[src/include/arts_regs.svh]
// Register offsets, field positions, codes and timing figures of the
// automatic-retry transmit sequencer.
// Assumes an 8-bit register port with 6-bit addresses.
`ifndef ARTS_REGS_SVH
`define ARTS_REGS_SVH

// ****************************************************************
// Register offsets
// ****************************************************************
`define ARTS_ADDR_STATUS 6'h01
`define ARTS_ADDR_STATE 6'h02
`define ARTS_ADDR_CTRL1 6'h04
`define ARTS_ADDR_CCAMODE 6'h08
`define ARTS_ADDR_THRES 6'h09
`define ARTS_ADDR_MASK 6'h0e
`define ARTS_ADDR_AACKCTL 6'h17
`define ARTS_ADDR_RETRY 6'h2c
`define ARTS_ADDR_SEED0 6'h2d
`define ARTS_ADDR_SEED1 6'h2e
`define ARTS_ADDR_BE 6'h2f

// ****************************************************************
// Reset values
// ****************************************************************
`define ARTS_RST_ZERO 8'h00
`define ARTS_RST_CTRL1 8'h20
`define ARTS_RST_RETRY 8'h38

// ****************************************************************
// Field positions
// ****************************************************************
`define ARTS_CMD_MSB 4
`define ARTS_FRMRETRY_MSB 7
`define ARTS_FRMRETRY_LSB 4
`define ARTS_CSMARETRY_MSB 3
`define ARTS_CSMARETRY_LSB 1
`define ARTS_MAXBE_MSB 7
`define ARTS_MAXBE_LSB 4
`define ARTS_MINBE_MSB 3
`define ARTS_MINBE_LSB 0
`define ARTS_SEEDHI_MSB 2
`define ARTS_ACKREQ_BIT 5
`define ARTS_LEN_MSB 6
`define ARTS_IRQ_RXSTART 2
`define ARTS_IRQ_FRAMEEND 3
`define ARTS_IRQ_CCADONE 4
`define ARTS_IRQ_ADDRMATCH 5

// ****************************************************************
// Frame buffer byte positions
// ****************************************************************
`define ARTS_IDX_PHR 8'h00
`define ARTS_IDX_FCF 8'h01
`define ARTS_IDX_SEQ 8'h03

// ****************************************************************
// Command, state and result codes
// ****************************************************************
`define ARTS_CMD_TXSTART 5'h02
`define ARTS_CMD_FORCEOFF 5'h03
`define ARTS_CMD_OFF 5'h08
`define ARTS_CMD_ARETON 5'h19
`define ARTS_STS_OFF 5'h08
`define ARTS_STS_ARETON 5'h19
`define ARTS_STS_ARETBUSY 5'h12
`define ARTS_RES_OK 3'h0
`define ARTS_RES_PENDING 3'h1
`define ARTS_RES_WAITACK 3'h2
`define ARTS_RES_CHANBUSY 3'h3
`define ARTS_RES_NOACK 3'h5
`define ARTS_RES_INVALID 3'h7
`define ARTS_CSMA_IMMEDIATE 3'h7

// ****************************************************************
// Timing, in symbol periods and nanoseconds
// ****************************************************************
`define ARTS_ACKWAIT_BPSK 16'h0078
`define ARTS_ACKWAIT_OQPSK 16'h0036
`define ARTS_CCA_SYMS 16'h0008
`define ARTS_UNIT_BACKOFF 16'h0014
`define ARTS_CLK_NS 20
`define ARTS_SYM_NS_BPSK 50000
`define ARTS_SYM_NS_OQPSK 16000

`endif

[src/include/arts_pkg.sv]
// Types shared by the automatic-retry transmit sequencer.
// Assumes arts_regs.svh for the numeric constants.
package arts_pkg;

  typedef enum logic [2:0] {
    ARTS_OFF = 3'h0,
    ARTS_IDLE = 3'h1,
    ARTS_BACKOFF = 3'h3,
    ARTS_CCA = 3'h2,
    ARTS_TX = 3'h6,
    ARTS_ACKWAIT = 3'h7
  } arts_state_t;

  typedef struct packed {
    logic we;
    logic re;
    logic [5:0] addr;
    logic [7:0] wdata;
  } arts_bus_t;

  typedef struct packed {
    logic done;
    logic fcsOk;
    logic isAck;
    logic filterMatch;
    logic pending;
    logic [7:0] seq;
  } arts_rx_t;

  typedef struct packed {
    logic rxStart;
    logic addrMatch;
    logic ccaEdDone;
  } arts_ev_t;

endpackage

[src/verilog/arts_sequencer.sv]
// Automatic-retry transmit sequencer with CSMA-CA, ACK wait and retries.
// Assumes a register port from the serial interface engine, a frame
// buffer read port with data valid while fbRead is high, a CCA unit and
// a receiver that reports finished frames.
//
// Functional notes
// - Command 0x19 enters retry mode, awaits start.
// - Start runs CSMA-CA, then sends buffered frame.
// - Start from trigger rising edge or command.
// - Busy beyond retry limit reports result 3.
// - Ack request bit 5 of header decides.
// - No ack requested: end with result 0.
// - Accept ACK only with matching sequence, good FCS.
// - Valid ACK gives 0 or 1 by pending.
// - Timeouts beyond frame limit report result 5.
// - Result reads 7 from entry until end or ACK wait.
// - Channel limit 7: one immediate transmission.
// - ACK reception never writes the frame buffer.
// - Unexpected frames during ACK wait are dropped.
// - ACK timeout 120 or 54 symbols.
// - CCA lasts 8 symbols; zero exponent, zero backoff.
// - Result shows awaiting-reply during ACK wait.
// - Status busy during transaction, idle after.
// - Interrupts reach output only when enabled.
// - Reception start event forwarded after header.
// - Auto-ack receive end needs match and FCS.
// - Suppress CCA done; rx start, match in wait.
// - Frame retry limit is bits 7:4.
// - Command write starts transition; 0x19 idle state.
`timescale 1ns/10ps
`include "arts_regs.svh"

module arts_sequencer #(
  parameter logic [15:0] SymCyclesBpsk =
    16'(`ARTS_SYM_NS_BPSK / `ARTS_CLK_NS),
  parameter logic [15:0] SymCyclesOqpsk =
    16'(`ARTS_SYM_NS_OQPSK / `ARTS_CLK_NS)
)(
  input wire logic clk,
  input wire logic rst,
  input wire logic ce,
  input wire arts_pkg::arts_bus_t bus,
  output logic [7:0] regRdata,
  input wire logic sleepTrigger,
  input wire logic oqpskMode,
  input wire logic aackMode,
  output logic ccaRun,
  input wire logic ccaIdle,
  output logic fbRead,
  output logic [7:0] fbAddr,
  input wire logic [7:0] fbData,
  output logic [7:0] txData,
  output logic txValid,
  input wire logic txReady,
  output logic rxOn,
  input wire arts_pkg::arts_rx_t rx,
  input wire arts_pkg::arts_ev_t ev,
  output logic [7:0] irqCause,
  output logic irqLine
);

  // ****************************************************************
  // Helper functions
  // ****************************************************************
  function automatic logic [15:0] lfsrStep(input logic [15:0] v);
    lfsrStep = {v[14:0], v[15] ^ v[13] ^ v[12] ^ v[10]};
  endfunction

  // A zero exponent masks every bit, so the backoff has zero length.
  function automatic logic [15:0] backoffSyms(input logic [15:0] rnd,
                                              input logic [3:0] be);
    logic [8:0] mask;
    logic [3:0] e;
    e = (be > 4'h8) ? 4'h8 : be;
    mask = (9'h001 << e) - 9'h001;
    backoffSyms = {8'h00, rnd[7:0] & mask[7:0]} * `ARTS_UNIT_BACKOFF;
  endfunction

  // ****************************************************************
  // Register file
  // ****************************************************************
  logic [7:0] ctrl1_r, ctrl1_nxt, ccaMode_r, ccaMode_nxt;
  logic [7:0] thres_r, thres_nxt, mask_r, mask_nxt;
  logic [7:0] aackCtl_r, aackCtl_nxt, retry_r, retry_nxt;
  logic [7:0] seed0_r, seed0_nxt, seed1_r, seed1_nxt, beCfg_r, beCfg_nxt;
  logic [4:0] cmd_r, cmd_nxt;
  logic [7:0] rdData_r, rdData_nxt;
  logic [2:0] result_r;
  logic [4:0] stsCode;
  arts_pkg::arts_state_t st_r;

  always_comb
  begin
    ctrl1_nxt = ctrl1_r;
    ccaMode_nxt = ccaMode_r;
    thres_nxt = thres_r;
    mask_nxt = mask_r;
    aackCtl_nxt = aackCtl_r;
    retry_nxt = retry_r;
    seed0_nxt = seed0_r;
    seed1_nxt = seed1_r;
    beCfg_nxt = beCfg_r;
    cmd_nxt = cmd_r;
    rdData_nxt = rdData_r;
    if (st_r == arts_pkg::ARTS_OFF)
      stsCode = `ARTS_STS_OFF;
    else if (st_r == arts_pkg::ARTS_IDLE)
      stsCode = `ARTS_STS_ARETON;
    else
      stsCode = `ARTS_STS_ARETBUSY;
    if (bus.we)
    begin
      if (bus.addr == `ARTS_ADDR_STATE)
        cmd_nxt = bus.wdata[`ARTS_CMD_MSB:0];
      else if (bus.addr == `ARTS_ADDR_CTRL1)
        ctrl1_nxt = bus.wdata;
      else if (bus.addr == `ARTS_ADDR_CCAMODE)
        ccaMode_nxt = bus.wdata;
      else if (bus.addr == `ARTS_ADDR_THRES)
        thres_nxt = bus.wdata;
      else if (bus.addr == `ARTS_ADDR_MASK)
        mask_nxt = bus.wdata;
      else if (bus.addr == `ARTS_ADDR_AACKCTL)
        aackCtl_nxt = bus.wdata;
      else if (bus.addr == `ARTS_ADDR_RETRY)
        retry_nxt = bus.wdata;
      else if (bus.addr == `ARTS_ADDR_SEED0)
        seed0_nxt = bus.wdata;
      else if (bus.addr == `ARTS_ADDR_SEED1)
        seed1_nxt = bus.wdata;
      else if (bus.addr == `ARTS_ADDR_BE)
        beCfg_nxt = bus.wdata;
    end
    if (bus.re)
    begin
      // CCA flags in the status register are not updated in this mode.
      if (bus.addr == `ARTS_ADDR_STATUS)
        rdData_nxt = {3'h0, stsCode};
      else if (bus.addr == `ARTS_ADDR_STATE)
        rdData_nxt = {result_r, cmd_r};
      else if (bus.addr == `ARTS_ADDR_CTRL1)
        rdData_nxt = ctrl1_r;
      else if (bus.addr == `ARTS_ADDR_CCAMODE)
        rdData_nxt = ccaMode_r;
      else if (bus.addr == `ARTS_ADDR_THRES)
        rdData_nxt = thres_r;
      else if (bus.addr == `ARTS_ADDR_MASK)
        rdData_nxt = mask_r;
      else if (bus.addr == `ARTS_ADDR_AACKCTL)
        rdData_nxt = aackCtl_r;
      else if (bus.addr == `ARTS_ADDR_RETRY)
        rdData_nxt = retry_r;
      else if (bus.addr == `ARTS_ADDR_SEED0)
        rdData_nxt = seed0_r;
      else if (bus.addr == `ARTS_ADDR_SEED1)
        rdData_nxt = seed1_r;
      else if (bus.addr == `ARTS_ADDR_BE)
        rdData_nxt = beCfg_r;
      else
        rdData_nxt = `ARTS_RST_ZERO;
    end
  end

  always_ff @(posedge clk)
  begin
    if (rst)
    begin
      ctrl1_r <= `ARTS_RST_CTRL1;
      ccaMode_r <= `ARTS_RST_ZERO;
      thres_r <= `ARTS_RST_ZERO;
      mask_r <= `ARTS_RST_ZERO;
      aackCtl_r <= `ARTS_RST_ZERO;
      retry_r <= `ARTS_RST_RETRY;
      seed0_r <= `ARTS_RST_ZERO;
      seed1_r <= `ARTS_RST_ZERO;
      beCfg_r <= `ARTS_RST_ZERO;
      cmd_r <= 5'h00;
      rdData_r <= `ARTS_RST_ZERO;
    end
    else if (ce)
    begin
      ctrl1_r <= ctrl1_nxt;
      ccaMode_r <= ccaMode_nxt;
      thres_r <= thres_nxt;
      mask_r <= mask_nxt;
      aackCtl_r <= aackCtl_nxt;
      retry_r <= retry_nxt;
      seed0_r <= seed0_nxt;
      seed1_r <= seed1_nxt;
      beCfg_r <= beCfg_nxt;
      cmd_r <= cmd_nxt;
      rdData_r <= rdData_nxt;
    end
  end

  assign regRdata = rdData_r;

  // ****************************************************************
  // Transaction sequencer, transmit buffer and interrupts
  // ****************************************************************
  arts_pkg::arts_state_t st_nxt;
  logic [2:0] result_nxt, nb_r, nb_nxt;
  logic [3:0] be_r, be_nxt, fr_r, fr_nxt;
  logic [15:0] symDiv_r, symDiv_nxt, symLeft_r, symLeft_nxt;
  logic [15:0] lfsr_r, lfsr_nxt, symTop;
  logic [7:0] fetchIdx_r, fetchIdx_nxt, fbAddr_r, fbAddr_nxt;
  logic [7:0] sentCnt_r, sentCnt_nxt, len_r, len_nxt;
  logic [7:0] fcf_r, fcf_nxt, seq_r, seq_nxt;
  logic [7:0] head_r, head_nxt, tail_r, tail_nxt;
  logic headV_r, headV_nxt, tailV_r, tailV_nxt;
  logic lenKnown_r, lenKnown_nxt, fbRd_r, fbRd_nxt;
  logic trigPrev_r, ccaRun_r, ccaRun_nxt, rxOn_r, rxOn_nxt;
  logic [7:0] irqCause_r, irqCause_nxt, events;
  logic irq_r, irq_nxt, symTick, cmdWr, startEv, pop, immediate;
  logic [3:0] maxBe, minBe;
  logic [1:0] occupancy;

  always_comb
  begin
    st_nxt = st_r;
    result_nxt = result_r;
    nb_nxt = nb_r;
    be_nxt = be_r;
    fr_nxt = fr_r;
    lfsr_nxt = lfsrStep(lfsr_r);
    fetchIdx_nxt = fetchIdx_r;
    fbAddr_nxt = fbAddr_r;
    sentCnt_nxt = sentCnt_r;
    len_nxt = len_r;
    fcf_nxt = fcf_r;
    seq_nxt = seq_r;
    head_nxt = head_r;
    tail_nxt = tail_r;
    headV_nxt = headV_r;
    tailV_nxt = tailV_r;
    lenKnown_nxt = lenKnown_r;
    fbRd_nxt = 1'b0;
    events = 8'h00;
    maxBe = beCfg_r[`ARTS_MAXBE_MSB:`ARTS_MAXBE_LSB];
    minBe = beCfg_r[`ARTS_MINBE_MSB:`ARTS_MINBE_LSB];
    immediate = retry_r[`ARTS_CSMARETRY_MSB:`ARTS_CSMARETRY_LSB] ==
                `ARTS_CSMA_IMMEDIATE;
    cmdWr = bus.we && (bus.addr == `ARTS_ADDR_STATE);
    startEv = (sleepTrigger && !trigPrev_r) ||
              (cmdWr && bus.wdata[`ARTS_CMD_MSB:0] == `ARTS_CMD_TXSTART);
    symTop = oqpskMode ? SymCyclesOqpsk : SymCyclesBpsk;
    symTick = symDiv_r >= symTop - 16'h0001;
    symDiv_nxt = symTick ? 16'h0000 : symDiv_r + 16'h0001;
    symLeft_nxt = symLeft_r;
    if (symTick && symLeft_r != 16'h0000)
      symLeft_nxt = symLeft_r - 16'h0001;

    // Two-entry buffer: head is the output stage, tail absorbs a stall.
    pop = headV_r && txReady;
    if (pop)
    begin
      head_nxt = tail_r;
      headV_nxt = tailV_r;
      tailV_nxt = 1'b0;
      sentCnt_nxt = sentCnt_r + 8'h01;
    end
    // The buffer is only read; nothing here ever writes it.
    if (fbRd_r)
    begin
      if (!headV_nxt)
      begin
        head_nxt = fbData;
        headV_nxt = 1'b1;
      end
      else
      begin
        tail_nxt = fbData;
        tailV_nxt = 1'b1;
      end
      if (fbAddr_r == `ARTS_IDX_PHR)
      begin
        len_nxt = {1'b0, fbData[`ARTS_LEN_MSB:0]};
        lenKnown_nxt = 1'b1;
      end
      else if (fbAddr_r == `ARTS_IDX_FCF)
        fcf_nxt = fbData;
      else if (fbAddr_r == `ARTS_IDX_SEQ)
        seq_nxt = fbData;
    end
    // Reads in flight count as occupied, so a full buffer stops fetching.
    occupancy = {1'b0, headV_r} + {1'b0, tailV_r} + {1'b0, fbRd_r};
    if (st_r == arts_pkg::ARTS_TX && occupancy < 2'h2 &&
        (fetchIdx_r == `ARTS_IDX_PHR ||
         (lenKnown_r && fetchIdx_r <= len_r)))
    begin
      fbRd_nxt = 1'b1;
      fbAddr_nxt = fetchIdx_r;
      fetchIdx_nxt = fetchIdx_r + 8'h01;
    end

    case (st_r)
      arts_pkg::ARTS_OFF:
        if (cmdWr && bus.wdata[`ARTS_CMD_MSB:0] == `ARTS_CMD_ARETON)
        begin
          st_nxt = arts_pkg::ARTS_IDLE;
          result_nxt = `ARTS_RES_INVALID;
        end
      arts_pkg::ARTS_IDLE:
        if (cmdWr && bus.wdata[`ARTS_CMD_MSB:0] == `ARTS_CMD_OFF)
          st_nxt = arts_pkg::ARTS_OFF;
        else if (startEv)
        begin
          nb_nxt = 3'h0;
          fr_nxt = 4'h0;
          be_nxt = minBe;
          result_nxt = `ARTS_RES_INVALID;
          lfsr_nxt = {5'h00, seed1_r[`ARTS_SEEDHI_MSB:0], seed0_r} ^
                     lfsr_r;
          if (immediate)
            st_nxt = arts_pkg::ARTS_TX;
          else
          begin
            st_nxt = arts_pkg::ARTS_BACKOFF;
            symLeft_nxt = backoffSyms(lfsr_r, minBe);
          end
        end
      arts_pkg::ARTS_BACKOFF:
        if (symLeft_r == 16'h0000)
        begin
          st_nxt = arts_pkg::ARTS_CCA;
          symLeft_nxt = `ARTS_CCA_SYMS;
        end
      arts_pkg::ARTS_CCA:
        if (symLeft_r == 16'h0000)
        begin
          if (ccaIdle)
            st_nxt = arts_pkg::ARTS_TX;
          else if (nb_r >= retry_r[`ARTS_CSMARETRY_MSB:`ARTS_CSMARETRY_LSB])
          begin
            st_nxt = arts_pkg::ARTS_IDLE;
            result_nxt = `ARTS_RES_CHANBUSY;
            events[`ARTS_IRQ_FRAMEEND] = 1'b1;
          end
          else
          begin
            nb_nxt = nb_r + 3'h1;
            be_nxt = (be_r < maxBe) ? be_r + 4'h1 : be_r;
            st_nxt = arts_pkg::ARTS_BACKOFF;
            symLeft_nxt = backoffSyms(lfsr_r, be_nxt);
          end
        end
      arts_pkg::ARTS_TX:
        if (lenKnown_r && sentCnt_r == len_r + 8'h01)
        begin
          if (fcf_r[`ARTS_ACKREQ_BIT])
          begin
            st_nxt = arts_pkg::ARTS_ACKWAIT;
            result_nxt = `ARTS_RES_WAITACK;
            symLeft_nxt = oqpskMode ? `ARTS_ACKWAIT_OQPSK :
                                      `ARTS_ACKWAIT_BPSK;
          end
          else
          begin
            st_nxt = arts_pkg::ARTS_IDLE;
            result_nxt = `ARTS_RES_OK;
            events[`ARTS_IRQ_FRAMEEND] = 1'b1;
          end
        end
      arts_pkg::ARTS_ACKWAIT:
        // Anything but the matching ACK falls through unreported.
        if (rx.done && rx.fcsOk && rx.isAck && rx.seq == seq_r)
        begin
          st_nxt = arts_pkg::ARTS_IDLE;
          result_nxt = rx.pending ? `ARTS_RES_PENDING :
                                    `ARTS_RES_OK;
          events[`ARTS_IRQ_FRAMEEND] = 1'b1;
        end
        else if (symLeft_r == 16'h0000)
        begin
          if (!immediate &&
              fr_r < retry_r[`ARTS_FRMRETRY_MSB:`ARTS_FRMRETRY_LSB])
          begin
            fr_nxt = fr_r + 4'h1;
            nb_nxt = 3'h0;
            be_nxt = minBe;
            st_nxt = arts_pkg::ARTS_BACKOFF;
            symLeft_nxt = backoffSyms(lfsr_r, minBe);
          end
          else
          begin
            st_nxt = arts_pkg::ARTS_IDLE;
            result_nxt = `ARTS_RES_NOACK;
            events[`ARTS_IRQ_FRAMEEND] = 1'b1;
          end
        end
      default:
        st_nxt = arts_pkg::ARTS_OFF;
    endcase

    // A new transmission attempt restarts the fetch from the header.
    if (st_nxt == arts_pkg::ARTS_TX && st_r != arts_pkg::ARTS_TX)
    begin
      fetchIdx_nxt = `ARTS_IDX_PHR;
      sentCnt_nxt = 8'h00;
      lenKnown_nxt = 1'b0;
    end
    if (cmdWr && bus.wdata[`ARTS_CMD_MSB:0] == `ARTS_CMD_FORCEOFF)
    begin
      st_nxt = arts_pkg::ARTS_OFF;
      headV_nxt = 1'b0;
      tailV_nxt = 1'b0;
      fbRd_nxt = 1'b0;
    end

    // Events from neighbouring units, filtered by the transaction.
    if (ev.ccaEdDone && (st_r == arts_pkg::ARTS_OFF ||
                         st_r == arts_pkg::ARTS_IDLE))
      events[`ARTS_IRQ_CCADONE] = 1'b1;
    if (st_r != arts_pkg::ARTS_ACKWAIT)
    begin
      events[`ARTS_IRQ_RXSTART] = ev.rxStart;
      events[`ARTS_IRQ_ADDRMATCH] = ev.addrMatch;
    end
    if (st_r == arts_pkg::ARTS_OFF && aackMode && rx.done &&
        rx.fcsOk && rx.filterMatch)
      events[`ARTS_IRQ_FRAMEEND] = 1'b1;
    irqCause_nxt = events & mask_r;
    irq_nxt = |(events & mask_r);
    ccaRun_nxt = st_nxt == arts_pkg::ARTS_CCA;
    rxOn_nxt = st_nxt == arts_pkg::ARTS_ACKWAIT;
  end

  always_ff @(posedge clk)
  begin
    if (rst)
    begin
      st_r <= arts_pkg::ARTS_OFF;
      result_r <= `ARTS_RES_OK;
      nb_r <= 3'h0;
      be_r <= 4'h0;
      fr_r <= 4'h0;
      symDiv_r <= 16'h0000;
      symLeft_r <= 16'h0000;
      lfsr_r <= 16'h0001;
      fetchIdx_r <= 8'h00;
      fbAddr_r <= 8'h00;
      sentCnt_r <= 8'h00;
      len_r <= 8'h00;
      fcf_r <= 8'h00;
      seq_r <= 8'h00;
      head_r <= 8'h00;
      tail_r <= 8'h00;
      headV_r <= 1'b0;
      tailV_r <= 1'b0;
      lenKnown_r <= 1'b0;
      fbRd_r <= 1'b0;
      trigPrev_r <= 1'b0;
      ccaRun_r <= 1'b0;
      rxOn_r <= 1'b0;
      irqCause_r <= 8'h00;
      irq_r <= 1'b0;
    end
    else if (ce)
    begin
      st_r <= st_nxt;
      result_r <= result_nxt;
      nb_r <= nb_nxt;
      be_r <= be_nxt;
      fr_r <= fr_nxt;
      symDiv_r <= symDiv_nxt;
      symLeft_r <= symLeft_nxt;
      // A zero word would lock the generator up.
      lfsr_r <= (lfsr_nxt == 16'h0000) ? 16'h0001 : lfsr_nxt;
      fetchIdx_r <= fetchIdx_nxt;
      fbAddr_r <= fbAddr_nxt;
      sentCnt_r <= sentCnt_nxt;
      len_r <= len_nxt;
      fcf_r <= fcf_nxt;
      seq_r <= seq_nxt;
      head_r <= head_nxt;
      tail_r <= tail_nxt;
      headV_r <= headV_nxt;
      tailV_r <= tailV_nxt;
      lenKnown_r <= lenKnown_nxt;
      fbRd_r <= fbRd_nxt;
      trigPrev_r <= sleepTrigger;
      ccaRun_r <= ccaRun_nxt;
      rxOn_r <= rxOn_nxt;
      irqCause_r <= irqCause_nxt;
      irq_r <= irq_nxt;
    end
  end

  assign ccaRun = ccaRun_r;
  assign fbRead = fbRd_r;
  assign fbAddr = fbAddr_r;
  assign txData = head_r;
  assign txValid = headV_r;
  assign rxOn = rxOn_r;
  assign irqCause = irqCause_r;
  assign irqLine = irq_r;

endmodule // arts_sequencer

[config.mk]
export PLATFORM = sky130hd
export DESIGN_NAME = arts_sequencer
export DESIGN_NICKNAME = d
export VERILOG_FILES = /design/src/include/arts_pkg.sv /design/src/verilog/arts_sequencer.sv
export VERILOG_INCLUDE_DIRS = /design/src /design/src/include
export SDC_FILE = /design/constraint.sdc
export NUM_CORES = 1
export LEC_CHECK = 0
export BUFFER_PORTS_ARGS = -buffer_cell sky130_fd_sc_hd__buf_4
export CAP_MARGIN = 20
export CORE_MARGIN = 5
export CORE_UTILIZATION = 51
export DETAILED_ROUTE_END_ITERATION = 6
export HOLD_SLACK_MARGIN = 0.08
export PLACE_DENSITY = 0.68
export SYNTH_ARGS = -nofsm -noshare
export SYNTH_HDL_FRONTEND = slang
export SYNTH_SLANG_ARGS = --single-unit
[constraint.sdc]
create_clock -name clk -period 5.4 [get_ports clk]
set_clock_uncertainty 0.15 [all_clocks]
set_input_delay 1.08 -clock clk [delete_from_list [all_inputs] [get_ports clk]]
set_output_delay 1.08 -clock clk [all_outputs]
set_load 0.02 [all_outputs]
## Word-level counts from Yosys, hierarchy flattened

Index checks and enable logic that the tools add are counted.

| operators by class | value |
|---|---|
| shift operators | 2 |
| reduce and logical (&&, ||, !) cells | 63 |
| magnitude comparators | 8 |
| bitwise gates (word level) | 18 |
| equal/unequal tests | 43 |
| $add $sub $neg | 13 |
| muxes and demuxes | 121 |
| multipliers | 2 |

Operators by type and width:

| operator | number |
|---|---|
| $mux W16 | 18 |
| $mux W8 | 18 |
| $mux W3 | 30 |
| $pmux W16 S5 | 1 |
| $mux W4 | 17 |
| $logic_not A16 Y1 | 2 |
| $mux W1 | 25 |
| $eq A6 B6 Y1 const B | 4 |
| $logic_and A1 B1 Y1 | 22 |
| $mul A8 B3 Y11 const B | 2 |
| $reduce_and A11 Y1 | 2 |
| $reduce_and A10 Y1 | 2 |
| $eq A6 B4 Y1 const B | 3 |
| $ne A2 B2 Y1 const B | 9 |
| $pmux W3 S6 | 1 |
| $add A16 B1 Y16 const B | 1 |
| $add A8 B1 Y8 const B | 2 |
| $and A8 B8 Y8 | 2 |
| $eq A8 B8 Y1 | 2 |
| $ge A16 B16 Y1 | 1 |
| $logic_not A8 Y1 | 2 |
| $reduce_bool A16 Y1 | 1 |
| $shl A1 B4 Y8 const A | 2 |
| $sub A16 B1 Y16 const B | 1 |
| 55 further kinds | 100 |

| storage, ports and cells | value |
|---|---|
| output and inout bits | 37 |
| bits of input ports | 48 |
| flip-flop bits (word level) | 227 |

## Longest topological paths before layout

Gate-level depths: netlist of run 1.

| logic depth | value |
|---|---|
| depth after elaboration | 12 |
| depth in mapped cells | 23 |
| mapped depth without buffers | 23 |

## Least setup slack after synthesis of run 1

No wires, ideal clock.

| timing path | value |
|---|---|
| path type | reg-to-reg |
| from | reg beCfg_r[5] |
| to | reg symLeft_r[11] |
| path slack | 881 ps |
| library setup time | 132 ps |
| path buffers | 0 |
| arrival | 4237 ps |
| stages on the path, launching flop included | 21 |
| period minus slack after synthesis | 4519 ps |
| cell sequence | dfxtp_1 > inv_1 > ha_1 > o21ai_0 > o21bai_1 > a21oi_1 > mux2i_1 > nand4_1 > ha_1 > nor2b_1 > ha_1 > ha_1 > fa_1 > a21o_1 > a21o_1 > a21o_1 > a21oi_1 > xnor2_1 > o211ai_1 > a31oi_1 > nor3_1 |

| between the ends | value |
|---|---|
| cells in the longest elaborated chain, start to end | 12 |

RTL lines:

| item | RTL line | RTL |
|---|---|---|
| start, declared | arts_sequencer.sv:85 | `logic [7:0] seed0_r, seed0_nxt, seed1_r, seed1_nxt, beCfg_r, beCfg_nxt;` |
| start signal, assigned | arts_sequencer.sv:176 | `` beCfg_r <= `ARTS_RST_ZERO; `` |
| start signal, assigned | arts_sequencer.sv:190 | `beCfg_r <= beCfg_nxt;` |
| $lt A4 B4 Y1 * | arts_sequencer.sv:342 | `be_nxt = (be_r < maxBe) ? be_r + 4'h1 : be_r;` |
| $mux W4 * | arts_sequencer.sv:342 |  |
| $gt A4 B4 Y1 | arts_sequencer.sv:74 | `e = (be > 4'h8) ? 4'h8 : be;` |
| $mux W4 * | arts_sequencer.sv:74 |  |
| $shl A1 B4 Y8 * | arts_sequencer.sv:75 | `mask = (9'h001 << e) - 9'h001;` |
| $sub A8 B1 Y8 * | arts_sequencer.sv:75 |  |
| $and A8 B8 Y8 * | arts_sequencer.sv:76 | `` backoffSyms = {8'h00, rnd[7:0] & mask[7:0]} * `ARTS_UNIT_BACKOFF; `` |
| $mul A8 B3 Y11 (no line) * | n/a |  |
| $mux W16 * | arts_sequencer.sv:333 | `` else if (nb_r >= retry_r[`ARTS_CSMARETRY_MSB:`ARTS_CSMARETRY_LSB]) `` |
| $mux W16 * | arts_sequencer.sv:331 | `if (ccaIdle)` |
| $mux W16 * | arts_sequencer.sv:329 | `if (symLeft_r == 16'h0000)` |
| $pmux W16 S5 * | arts_sequencer.sv:296 | `case (st_r)` |
| end signal, assigned | arts_sequencer.sv:466 | `symLeft_r <= symLeft_nxt;` |
| end, declared | arts_sequencer.sv:204 | `logic [15:0] symDiv_r, symDiv_nxt, symLeft_r, symLeft_nxt;` |

Mark *: on every way between the ends. The rest lies on a longest branch, timed or not.
A chain may end at the register's enable or synchronous reset.

## Final worst setup path of run 1

| timing path | value |
|---|---|
| from | reg be_r[1] |
| to | reg symLeft_r[10] |

| between the ends | value |
|---|---|
| cells in the longest elaborated chain, start to end | 12 |

RTL lines:

| item | RTL line | RTL |
|---|---|---|
| start, declared | arts_sequencer.sv:203 | `logic [3:0] be_r, be_nxt, fr_r, fr_nxt;` |
| start signal, assigned | arts_sequencer.sv:463 | `be_r <= be_nxt;` |
| $add A4 B1 Y4 / $lt A4 B4 Y1 (equally long branches) | arts_sequencer.sv:342 |  |
| $mux W4 * | arts_sequencer.sv:342 |  |
| $gt A4 B4 Y1 | arts_sequencer.sv:74 |  |
| $mux W4 * | arts_sequencer.sv:74 |  |
| $shl A1 B4 Y8 * | arts_sequencer.sv:75 |  |
| $sub A8 B1 Y8 * | arts_sequencer.sv:75 |  |
| $and A8 B8 Y8 * | arts_sequencer.sv:76 |  |
| $mul A8 B3 Y11 (no line) * | n/a |  |
| $mux W16 * | arts_sequencer.sv:333 |  |
| $mux W16 * | arts_sequencer.sv:331 |  |
| $mux W16 * | arts_sequencer.sv:329 |  |
| $pmux W16 S5 * | arts_sequencer.sv:296 |  |

Marks and branches as above.

==> results of run 1 <==
cell type report:
cell class | instances | area [um^2] | area share (%)
clock buffers | 35 | 746 | 5.21
clock inverters | 10 | 103 | 0.716
inverters | 53 | 199 | 1.39
multi-input cells | 1191 | 7790 | 54.4
flip-flops and latches | 218 | 4360 | 30.5
well taps | 324 | 405 | 2.83
repair buffers | 92 | 714 | 4.99
through the flow:
stage / utilization (%) / hold WS, ns
after CTS: 58.5 / 0.302
after global routing: 58.7 / 0.321
after floorplan: - / 0.277
after global placement: 55.0 / 0.284
final: 58.7 / 0.298
after detailed placement: 55.0 / 0.294
cells by family after synthesis:
| logic type | count (synthesis) |
|---|---|
| other | 1 |
| multiplexers | 109 |
| AND/OR/NAND/NOR | 626 |
| flip-flops | 218 |
| XOR/XNOR | 65 |
| adder cells (fa/ha/maj) | 61 |
| buffers and inverters | 141 |
| AO/OA/AOI/OAI | 326 |
cells in the final DEF (no fill, tap or decap), types with 19 or more instances in the layout:
master	count
sky130_fd_sc_hd__nand2_1	144
sky130_fd_sc_hd__ha_1	59
sky130_fd_sc_hd__nand3_1	48
sky130_fd_sc_hd__xor2_1	38
sky130_fd_sc_hd__nand4_1	19
sky130_fd_sc_hd__xnor2_1	26
sky130_fd_sc_hd__buf_4	89
sky130_fd_sc_hd__nor2_1	222
sky130_fd_sc_hd__mux2i_1	100
sky130_fd_sc_hd__a21oi_1	106
sky130_fd_sc_hd__o21ai_0	63
sky130_fd_sc_hd__dfxtp_1	218
sky130_fd_sc_hd__nor4_1	22
sky130_fd_sc_hd__inv_1	52
sky130_fd_sc_hd__clkbuf_16	27
sky130_fd_sc_hd__nor3_1	37
worst register-to-register path, cell delays in order (launching register included):
cell and delay, ns:
sky130_fd_sc_hd__dfxtp_1 0.42, sky130_fd_sc_hd__ha_1 0.27, sky130_fd_sc_hd__o21ai_0 0.26, sky130_fd_sc_hd__o21bai_1 0.19, sky130_fd_sc_hd__a21oi_2 0.32, sky130_fd_sc_hd__mux2i_4 0.37
sky130_fd_sc_hd__nand4_1 0.19, sky130_fd_sc_hd__ha_1 0.29, sky130_fd_sc_hd__nor4_1 0.32, sky130_fd_sc_hd__a21oi_1 0.08, sky130_fd_sc_hd__a2bb2oi_1 0.14, sky130_fd_sc_hd__nor2_1 0.17
sky130_fd_sc_hd__ha_1 0.26, sky130_fd_sc_hd__ha_1 0.32, sky130_fd_sc_hd__o21ai_0 0.08, sky130_fd_sc_hd__nor2_1 0.13, sky130_fd_sc_hd__o21ai_0 0.12, sky130_fd_sc_hd__a21boi_0 0.26
sky130_fd_sc_hd__a21oi_1 0.11, sky130_fd_sc_hd__a2111oi_2 0.38, sky130_fd_sc_hd__nor4_1 0.09
path summary, 6_finish.rpt:
kind	start	endpoint	slack (ns)	cells past startpoint
worst min register to register	ccaMode_r[3]	ccaMode_r[3]	0.30	2
worst min-delay path	ccaMode_r[3]	ccaMode_r[3]	0.30	2
worst max-delay path	be_r[1]	symLeft_r[10]	0.36	20
worst max register to register	be_r[1]	symLeft_r[10]	0.36	20
routing by layer:
layer,vias up,track usage (%)
met3,64,2.88
met5,-,0
met1,5465,34.1
met4,0,7.20
li1,5595,-
met2,378,38.9
repair_timing:
action,CTS,global route
endpoints found under the setup margin,0,4
resized for setup,0,7
setup buffers,0,2
report_power, final:
group          switching [W]  leakage [nW]  internal, W  total [W]
clock network       0.000685         0.422      0.00106    0.00174
logic               0.000154          3.66    0.0000794   0.000233
registers          0.0000178          1.76      0.00162    0.00164
==> results.yml, run 1 <==
global_routing:
  grt_pass1_vias: 10800
  groute.usage.overall_pct: 24.2
  gr-total-overflow: 0
  pin_count_of_the_biggest_net_entering_global_routing: 135
  grt_antenna_before_repair: 0
  grt_first_pass_wirelength_um: 56900
worst_setup_path:
  startpoint_type: "flop"
  endpoint_kind: "flop"
  cp_data_arrival_time_ns: 5.28
  critPathMaxStageDelay_ns: 0.42
  worst_path_maximum_fanout: 7
  setup.worst_path.class: "reg -> reg"
  timing.critical_path.required_ns: 5.64
  worstPathBufferInverterCount: 0
  critPathMostFrequentCell: "sky130_fd_sc_hd__ha_1"
  path_cells: "ha_1 -> o21ai_0 -> o21bai_1 -> a21oi_2 -> mux2i_4 -> nand4_1 -> ha_1 -> nor4_1 -> a21oi_1 -> a2bb2oi_1 -> nor2_1 -> ha_1 -> ha_1 -> o21ai_0 -> nor2_1 -> o21ai_0 -> a21boi_0 -> a21oi_1 -> a2111oi_2 -> nor4_1"
  path_delay_family: "compound AO/OA/AOI/OAI gates"
  crit_slowest_cell: "sky130_fd_sc_hd__dfxtp_1"
synthesis:
  synthAdderAreaFrac_pct: 6.15
  synth_compound_gate_area_share_pct: 17.0
  netlist.top_cell.by_area: "sky130_fd_sc_hd__dfxtp_1"
  yosys-mux-area-fraction_pct: 9.41
  synth_enable_flop_cells: 0
  async_reset_ff_share_pct: 0
  synth_cell_types: 88
  post-synth-top-area-fraction_pct: 34.5
  ys_seq_area_share_pct: 34.5
  synth.most_common_cell: "sky130_fd_sc_hd__nor2_1"
  post_synth_main_area_contributors: "sky130_fd_sc_hd__dfxtp_1 34%, sky130_fd_sc_hd__mux2i_1 8.0%, sky130_fd_sc_hd__nor2_1 6.6%, sky130_fd_sc_hd__ha_1 5.8%, sky130_fd_sc_hd__a21oi_1 4.3%"
  synth.avg_cell_area_um2: 8.19
  synth_simple_gate_area_share_pct: 24.1
  synthXorXnorAreaFrac_pct: 4.50
  synth.top_cells.by_count: "222 x sky130_fd_sc_hd__nor2_1, 218 x sky130_fd_sc_hd__dfxtp_1, 144 x sky130_fd_sc_hd__nand2_1, 108 x sky130_fd_sc_hd__a21oi_1, 101 x sky130_fd_sc_hd__mux2i_1"
  yosys_most_used_dff: "sky130_fd_sc_hd__dfxtp_1"
  yosysWarnings: 0
  largest_family_of_logic_cells_by_synthesized_area: "simple AND/OR/NAND/NOR gates"
  synth_register_bits: 218
  synthesis.instances: 1547
  post_syn_area_mm2: 0.0127
place:
  post_place_cell_area_mm2: 0.0134
  hpwlAfterDp_um: 24800
  buffer_ports.inserted: 80
  placed_cells_incl_taps: 1875
  place.gp.congestion: 0.911
  place_ws_ns: 0.195
route:
  m1WireLength_um: 16000
  top_layer: "met4"
  totalWireLength_um: 35400
  wl_met2_um: 16300
  vias_per_cell: 5.98
  vias: 11500
  routed-wl-met3_um: 2140
  post-route-drc-count: 0
  drt_iter0_markers: 951
  detail-route-antenna-nets: 0
  first_pass_iters: 5
  wire_per_inst_um: 18.4
floorplan:
  fp.coreArea_mm2: 0.0244
  floorplan.initialDensity_pct: 51.9
  floorplan.die_area_mm2: 0.0281
  number_of_rows_in_the_core_area: 57
  dieWidth_um: 168
  num_io_pins: 85
  floorplan.die.height_um: 168
timing:
  setup_violations: 0
  finalWorstSetupSlack_ns: 0.358
  post-route-period-util_pct: 93.4
  timing.final.max_slew_violations: 0
  fin_hold_viols: 0
  setup_tns_ns: 0
  final_period_minus_worst_setup_slack_ns: 5.04
  fmax_ghz: 0.198
  maxSlewHeadroom_pct: 31.7
  worst-slew-pin-transition_ns: 1.02
layout:
  filler_cell_count: 2230
  final_cells: 1923
  num_antenna_cells: 0
  biggestRegsByFlops: "lfsr_r (16), symDiv_r (16), symLeft_r (16)"
  finalInstanceArea_mm2: 0.0143
  nNetsFinal: 1691
  post_route_cells_drive_above_1_share_pct: 11.1
  area.growth.synth_to_final_pct: 13.1
clock_tree:
  number_of_sinks_on_the_clock_net: 218
  clk_pin_slew_ns: 0.06
  hold_buffers: 0
  clk_path_buf_depth: 3
  htree_num_levels: 1
  cts_tree: "yes"
  cts-root-buf: "sky130_fd_sc_hd__clkbuf_16"
  insertion_delay_ns: 0.53
  cts_buffers: 26
hold_path:
  hold_path.class: "reg -> reg"
run:
  maxCapViolCount: 0
pwr:
  power.ir.vdd_worst_uv: 234
  report.power.total_w: 0.00361
  total_leakage_power_nw: 5.84
  pwr_density_cell_mw_per_mm2: 252
run_status:
  outcome: "finished clean"
Power figures use the tool's default switching activity.
==> inputs of run 2 (changes only) <==
Settings changed: CORE_UTILIZATION 51 to 55, PLACE_DENSITY 0.68 to 0.73.
==> run 2 against run 1 <==
  * Sequential share of layout area rose by 0.31 points
  * First-iteration DRC count fell by 12%
  * Combinational power barely moved
  * Die area fell by 6.8%
  * Non-clock buffer count fell by 2
  * Largest cell class unchanged
  * Highest routed layer unchanged
==> results.yml, run 2 (same netlist as run 1, synthesis figures left out) <==
run_status:
  outcome: "finished clean"
route:
  wl_met2_um: 15700
  m1WireLength_um: 15500
  wire_per_inst_um: 18.4
  first_pass_iters: 6
  drt_iter0_markers: 839
  detail-route-antenna-nets: 0
  post-route-drc-count: 0
  top_layer: "met4"
  vias: 11400
  routed-wl-met3_um: 2290
  totalWireLength_um: 34700
  vias_per_cell: 6.08
worst_setup_path:
  worst-r2r-setup-slack_ns: 0.46
  path_cells: "inv_1 -> ha_1 -> o21ai_1 -> o21bai_1 -> a21oi_2 -> buf_4 -> mux2i_4 -> nand4_1 -> ha_1 -> nor4_1 -> a21oi_1 -> a2bb2oi_1 -> nor2_1 -> ha_1 -> ha_1 -> o21ai_0 -> nor2_1 -> o21ai_0 -> a21boi_1 -> a21oi_1 -> a2111oi_1 -> nor4_1"
  endpoint_kind: "flop"
  cp_data_arrival_time_ns: 5.15
  startpoint_type: "flop"
  worst_path_maximum_fanout: 8
  crit_slowest_cell: "sky130_fd_sc_hd__a2111oi_1"
  critPathMaxStageDelay_ns: 0.47
  timing.critical_path.required_ns: 5.62
  setup.worst_path.class: "reg -> reg"
  critPathMostFrequentCell: "sky130_fd_sc_hd__ha_1"
layout:
  filler_cell_count: 1966
  layout.cells.most_common_list: "222 x sky130_fd_sc_hd__nor2_1, 218 x sky130_fd_sc_hd__dfxtp_1, 144 x sky130_fd_sc_hd__nand2_1"
  layout.core_utilization_pct: 62.6
  area.growth.synth_to_final_pct: 12.0
  post_route_cells_drive_above_1_share_pct: 10.7
  layout.cells.most_common: "sky130_fd_sc_hd__nor2_1"
  num_antenna_cells: 0
  final_cells: 1879
  register_area_mm2: 0.00436
  nNetsFinal: 1687
  multiInputGateArea_mm2: 0.00779
  biggestRegsByFlops: "lfsr_r (16), symDiv_r (16), symLeft_r (16)"
timing:
  worst-slew-pin-transition_ns: 1.02
  final_period_minus_worst_setup_slack_ns: 4.94
  setup_violations: 0
  timing.final.max_slew_violations: 0
  grt_setup_unrepaired: "false"
  fin_hold_viols: 0
  fmax_ghz: 0.203
  setup_tns_ns: 0
  maxSlewHeadroom_pct: 31.3
  post-route-period-util_pct: 91.4
run:
  maxCapViolCount: 0
clock_tree:
  cts-root-buf: "sky130_fd_sc_hd__clkbuf_16"
  hold_buffers: 0
  htree_num_levels: 1
  cts_tree: "yes"
  number_of_sinks_on_the_clock_net: 218
  clk_path_buf_depth: 3
  cts_buffers: 24
  clk_pin_slew_ns: 0.06
  insertion_delay_ns: 0.54
floorplan:
  number_of_rows_in_the_core_area: 55
  dieWidth_um: 162
  floorplan.die.height_um: 162
  num_io_pins: 85
  floorplan.initialDensity_pct: 55.9
  floorplan.die_area_mm2: 0.0262
  fp.coreArea_mm2: 0.0226
global_routing:
  pin_count_of_the_biggest_net_entering_global_routing: 98
  groute.usage.overall_pct: 25.8
  gr-total-overflow: 0
  grt_antenna_before_repair: 0
  grt_first_pass_wirelength_um: 56100
  grt_pass1_vias: 10700
pwr:
  total_leakage_power_nw: 5.78
  power.ir.vdd_worst_uv: 221
  pwr_density_cell_mw_per_mm2: 245
place:
  placed_cells_incl_taps: 1836
  place.gp.congestion: 0.970
  hpwlAfterDp_um: 24500
  buffer_ports.inserted: 80
hold_path:
  hold_path.class: "reg -> reg"
-- run 2: cell types whose count changed in the layout (fill, tap and decap cells not counted), sizes merged --
cell / before / now
clkinvlp: 1 / 2
buf: 92 / 90
clkbuf: 35 / 36
clkinv: 7 / 4
bufinv: 2 / 0
-- run 2: worst max-delay path: cells and delay by family, from the launching register on --
family / cells / cell delay, ns
simple gates: 5 / 0.89
mux: 1 / 0.32
buf+inv: 2 / 0.21
fa+ha+maj: 4 / 1.16
compound gates: 10 / 1.65
flops: 1 / 0.36
-- run 2: path summary, 6_finish.rpt --
path / depth (start not counted) / to / start
max: 22 / symLeft_r[10] / beCfg_r[5]
min: 2 / ccaMode_r[2] / ccaMode_r[2]
max reg2reg: 22 / symLeft_r[10] / beCfg_r[5]
min reg2reg: 2 / ccaMode_r[2] / ccaMode_r[2]
-- run 2: repair_timing --
action                                  in CTS  in global routing
setup buffers                                0                  1
resized for setup                            0                  8
endpoints found under the setup margin       0                  5
-- run 2: per-stage QoR --
step                cell area, um^2  hold WS (ns)  power [W]  setup slack, ns
floorplan                     12700         0.277    0.00181            0.881
global placement              13300         0.284    0.00190            0.390
detailed placement            13400         0.296    0.00190            0.194
CTS                           14100         0.303    0.00349            0.143
global route                  14200         0.325    0.00358         0.000403
finish                        14200         0.300    0.00347            0.462
-- run 2: final cells by class --
class / count / share of cell area [%]
repair buffers: 90 / 4.84
clock buffers: 36 / 5.12
flip-flops and latches: 218 / 30.8
well taps: 285 / 2.51
inverters: 53 / 1.40
clock inverters: 6 / 0.424
multi-input cells: 1191 / 54.9
-- run 2: power by group --
part / switching [W] / leakage (nW) / internal (W)
Combinational: 0.000151 / 3.64 / 0.0000786
Clock: 0.000672 / 0.381 / 0.000931
Sequential: 0.0000175 / 1.76 / 0.00162
-- run 2: layer usage --
metal	global-route usage [%]	up-vias
met5	0	-
met3	3.37	80
met1	36.0	5356
li1	-	5579
met2	41.3	412
met4	9.15	0
==> inputs of run 3 (changes only) <==
Settings changed: CORE_UTILIZATION 55 to 30, PLACE_DENSITY 0.73 to 0.42.
==> run 3 against run 2 <==
  * Combinational power grew 4%
  * Core utilization down 28 points
  * Register-to-register slack improved by 0.07 ns
  * Sequential cell count is the same
  * Count of clock-buffer cells in the layout grew 2
  * Critical path depth fell by 1
  * Fmax up 1.4%
==> results.yml, run 3 (same netlist as run 1, synthesis figures left out) <==
worst_setup_path:
  path_cells: "inv_1 -> ha_1 -> o21ai_0 -> o21bai_1 -> a21oi_2 -> mux2i_4 -> nand4_1 -> ha_1 -> nor4_1 -> a21oi_1 -> a2bb2oi_1 -> nor2_1 -> ha_1 -> ha_1 -> o21ai_0 -> nor2_1 -> o21ai_0 -> a21boi_1 -> a21oi_1 -> a2111oi_1 -> nor4_1"
  endpoint_kind: "flop"
  critPathMostFrequentCell: "sky130_fd_sc_hd__ha_1"
  crit_slowest_cell: "sky130_fd_sc_hd__a2111oi_1"
  path_delay_family: "compound AO/OA/AOI/OAI gates"
  setup.worst_path.class: "reg -> reg"
  startpoint_type: "flop"
  cp_data_arrival_time_ns: 5.16
  worstPathBufferInverterCount: 1
  timing.critical_path.required_ns: 5.69
  worst_path_maximum_fanout: 8
  critPathMaxStageDelay_ns: 0.40
floorplan:
  floorplan.die.height_um: 215
  fp.coreArea_mm2: 0.0419
  num_io_pins: 85
  floorplan.die_area_mm2: 0.0464
  dieWidth_um: 215
  number_of_rows_in_the_core_area: 75
  floorplan.initialDensity_pct: 30.3
timing:
  worst-slew-pin-transition_ns: 1.03
  fmax_ghz: 0.205
  finalWorstSetupSlack_ns: 0.528
  fin_hold_viols: 0
  timing.final.max_slew_violations: 0
  setup_violations: 0
  post-route-period-util_pct: 90.2
  grt_setup_unrepaired: "false"
  setup_tns_ns: 0
  maxSlewHeadroom_pct: 31.0
  final_period_minus_worst_setup_slack_ns: 4.87
global_routing:
  pin_count_of_the_biggest_net_entering_global_routing: 79
  grt_pass1_vias: 11000
  groute.usage.overall_pct: 17.0
  met3_usage_pct: 2.51
  grt_first_pass_wirelength_um: 64100
  grt_antenna_before_repair: 0
  globalRoute.busiestLayer: "met2"
  grt_util_met1_pct: 23.2
  grt_met2_usage_pct: 28.3
  gr-total-overflow: 0
place:
  hpwlAfterDp_um: 29100
  place_ws_ns: 0.253
  placed_cells_incl_taps: 2090
  buffer_ports.inserted: 80
  post_place_cell_area_mm2: 0.0137
  place.gp.congestion: 0.837
run_status:
  outcome: "finished clean"
pwr:
  net-switching-power_w: 0.000917
  report.power.total_w: 0.00374
  total_leakage_power_nw: 5.86
  switching_share_pct: 24.5
  power.ir.vdd_worst_uv: 199
  internal_power_w: 0.00282
  pwr-share-clk_pct: 49.7
  p_comb_share_pct: 6.4
  pwr_density_cell_mw_per_mm2: 256
  share_seq_of_total_power_pct: 43.9
clock_tree:
  clk_pin_slew_ns: 0.06
  hold_buffers: 0
  htree_num_levels: 1
  cts_buffers: 28
  cts-root-buf: "sky130_fd_sc_hd__clkbuf_16"
  cts_tree: "yes"
  insertion_delay_ns: 0.56
  number_of_sinks_on_the_clock_net: 218
  clk_path_buf_depth: 3
layout:
  biggestRegsByFlops: "lfsr_r (16), symDiv_r (16), symLeft_r (16)"
  layout.cells.most_common_list: "222 x sky130_fd_sc_hd__nor2_1, 217 x sky130_fd_sc_hd__dfxtp_1, 144 x sky130_fd_sc_hd__nand2_1"
  area.growth.synth_to_final_pct: 15.4
  filler_cell_count: 4482
  num_antenna_cells: 0
  post_route_cells_drive_above_1_share_pct: 11.1
  final_cells: 2140
  layout.cells.most_common: "sky130_fd_sc_hd__nor2_1"
  nNetsFinal: 1692
  finalInstanceArea_mm2: 0.0146
run:
  maxCapViolCount: 0
route:
  post-route-drc-count: 0
  wire_per_inst_um: 19.1
  vias_per_cell: 5.26
  vias: 11300
  first_pass_iters: 5
  drt_iter0_markers: 632
  totalWireLength_um: 40800
  detail-route-antenna-nets: 0
hold_path:
  hold_path.class: "reg -> reg"
==> run 3: changes by cell type in the layout (fill, tap and decap cells not counted), moves of 2 or more <==
cell | previous run | this run
sky130_fd_sc_hd__clkinvlp_4 | 2 | 0
sky130_fd_sc_hd__bufinv_16 | 0 | 2
sky130_fd_sc_hd__clkbuf_16 | 24 | 29
sky130_fd_sc_hd__clkbuf_8 | 8 | 4
sky130_fd_sc_hd__clkinv_2 | 3 | 8
==> run 3: layout make-up <==
cell class / instances / area (um^2) / share of cell area [%]
inverters: 53 / 199 / 1.36
repair buffers: 91 / 684 / 4.68
clock inverters: 10 / 100 / 0.685
well taps: 539 / 674 / 4.62
clock buffers: 38 / 800 / 5.47
multi-input cells: 1191 / 7790 / 53.3
flip-flops and latches: 218 / 4370 / 29.9
==> run 3: per-stage QoR <==
stage / hold slack, ns / utilization, %
after global routing: 0.318 / 34.9
after floorplan: 0.277 / -
after CTS: 0.303 / 34.8
final: 0.302 / 34.9
after detailed placement: 0.295 / 32.7
after global placement: 0.289 / 32.7
==> run 3: path summary, 6_finish.rpt <==
kind	from	endpoint	slack [ns]	cells after the start
worst min register to register	ccaMode_r[4]	ccaMode_r[4]	0.30	2
worst max-delay path	beCfg_r[5]	symLeft_r[10]	0.53	21
worst min-delay path	ccaMode_r[4]	ccaMode_r[4]	0.30	2
worst max register to register	beCfg_r[5]	symLeft_r[10]	0.53	21
==> run 3: repair_timing <==
item                                   4_1_cts  5_1_grt
endpoints found under the hold margin        0        0
resized for setup                            0        8
setup endpoints to repair                    0        4
buffers inserted                             0        1
==> run 3: worst register-to-register path: cells and delay by family (launching register included) <==
kind | cells | cell delay (ns)
AO/OA/AOI/OAI | 10 | 1.82
adder cells (fa/ha/maj) | 4 | 1.15
AND/OR/NAND/NOR | 5 | 0.87
multiplexers | 1 | 0.38
flip-flops | 1 | 0.34
buffers and inverters | 1 | 0.05
==> run 3: routing by layer <==
metal	vias up	wire, um
met5	-	0
met4	0	964
met3	55	1660
met2	221	19300
met1	5395	18900
li1	5590	-
==> run 3: power by group through the flow <==
stage                     registers, W  clock network [W]  logic [W]
after floorplan                0.00167                  0   0.000143
after global placement         0.00168                  0   0.000240
after detailed placement       0.00168                  0   0.000241
after CTS                      0.00164            0.00193   0.000241
after global routing           0.00164            0.00199   0.000261
final                          0.00164            0.00186   0.000239
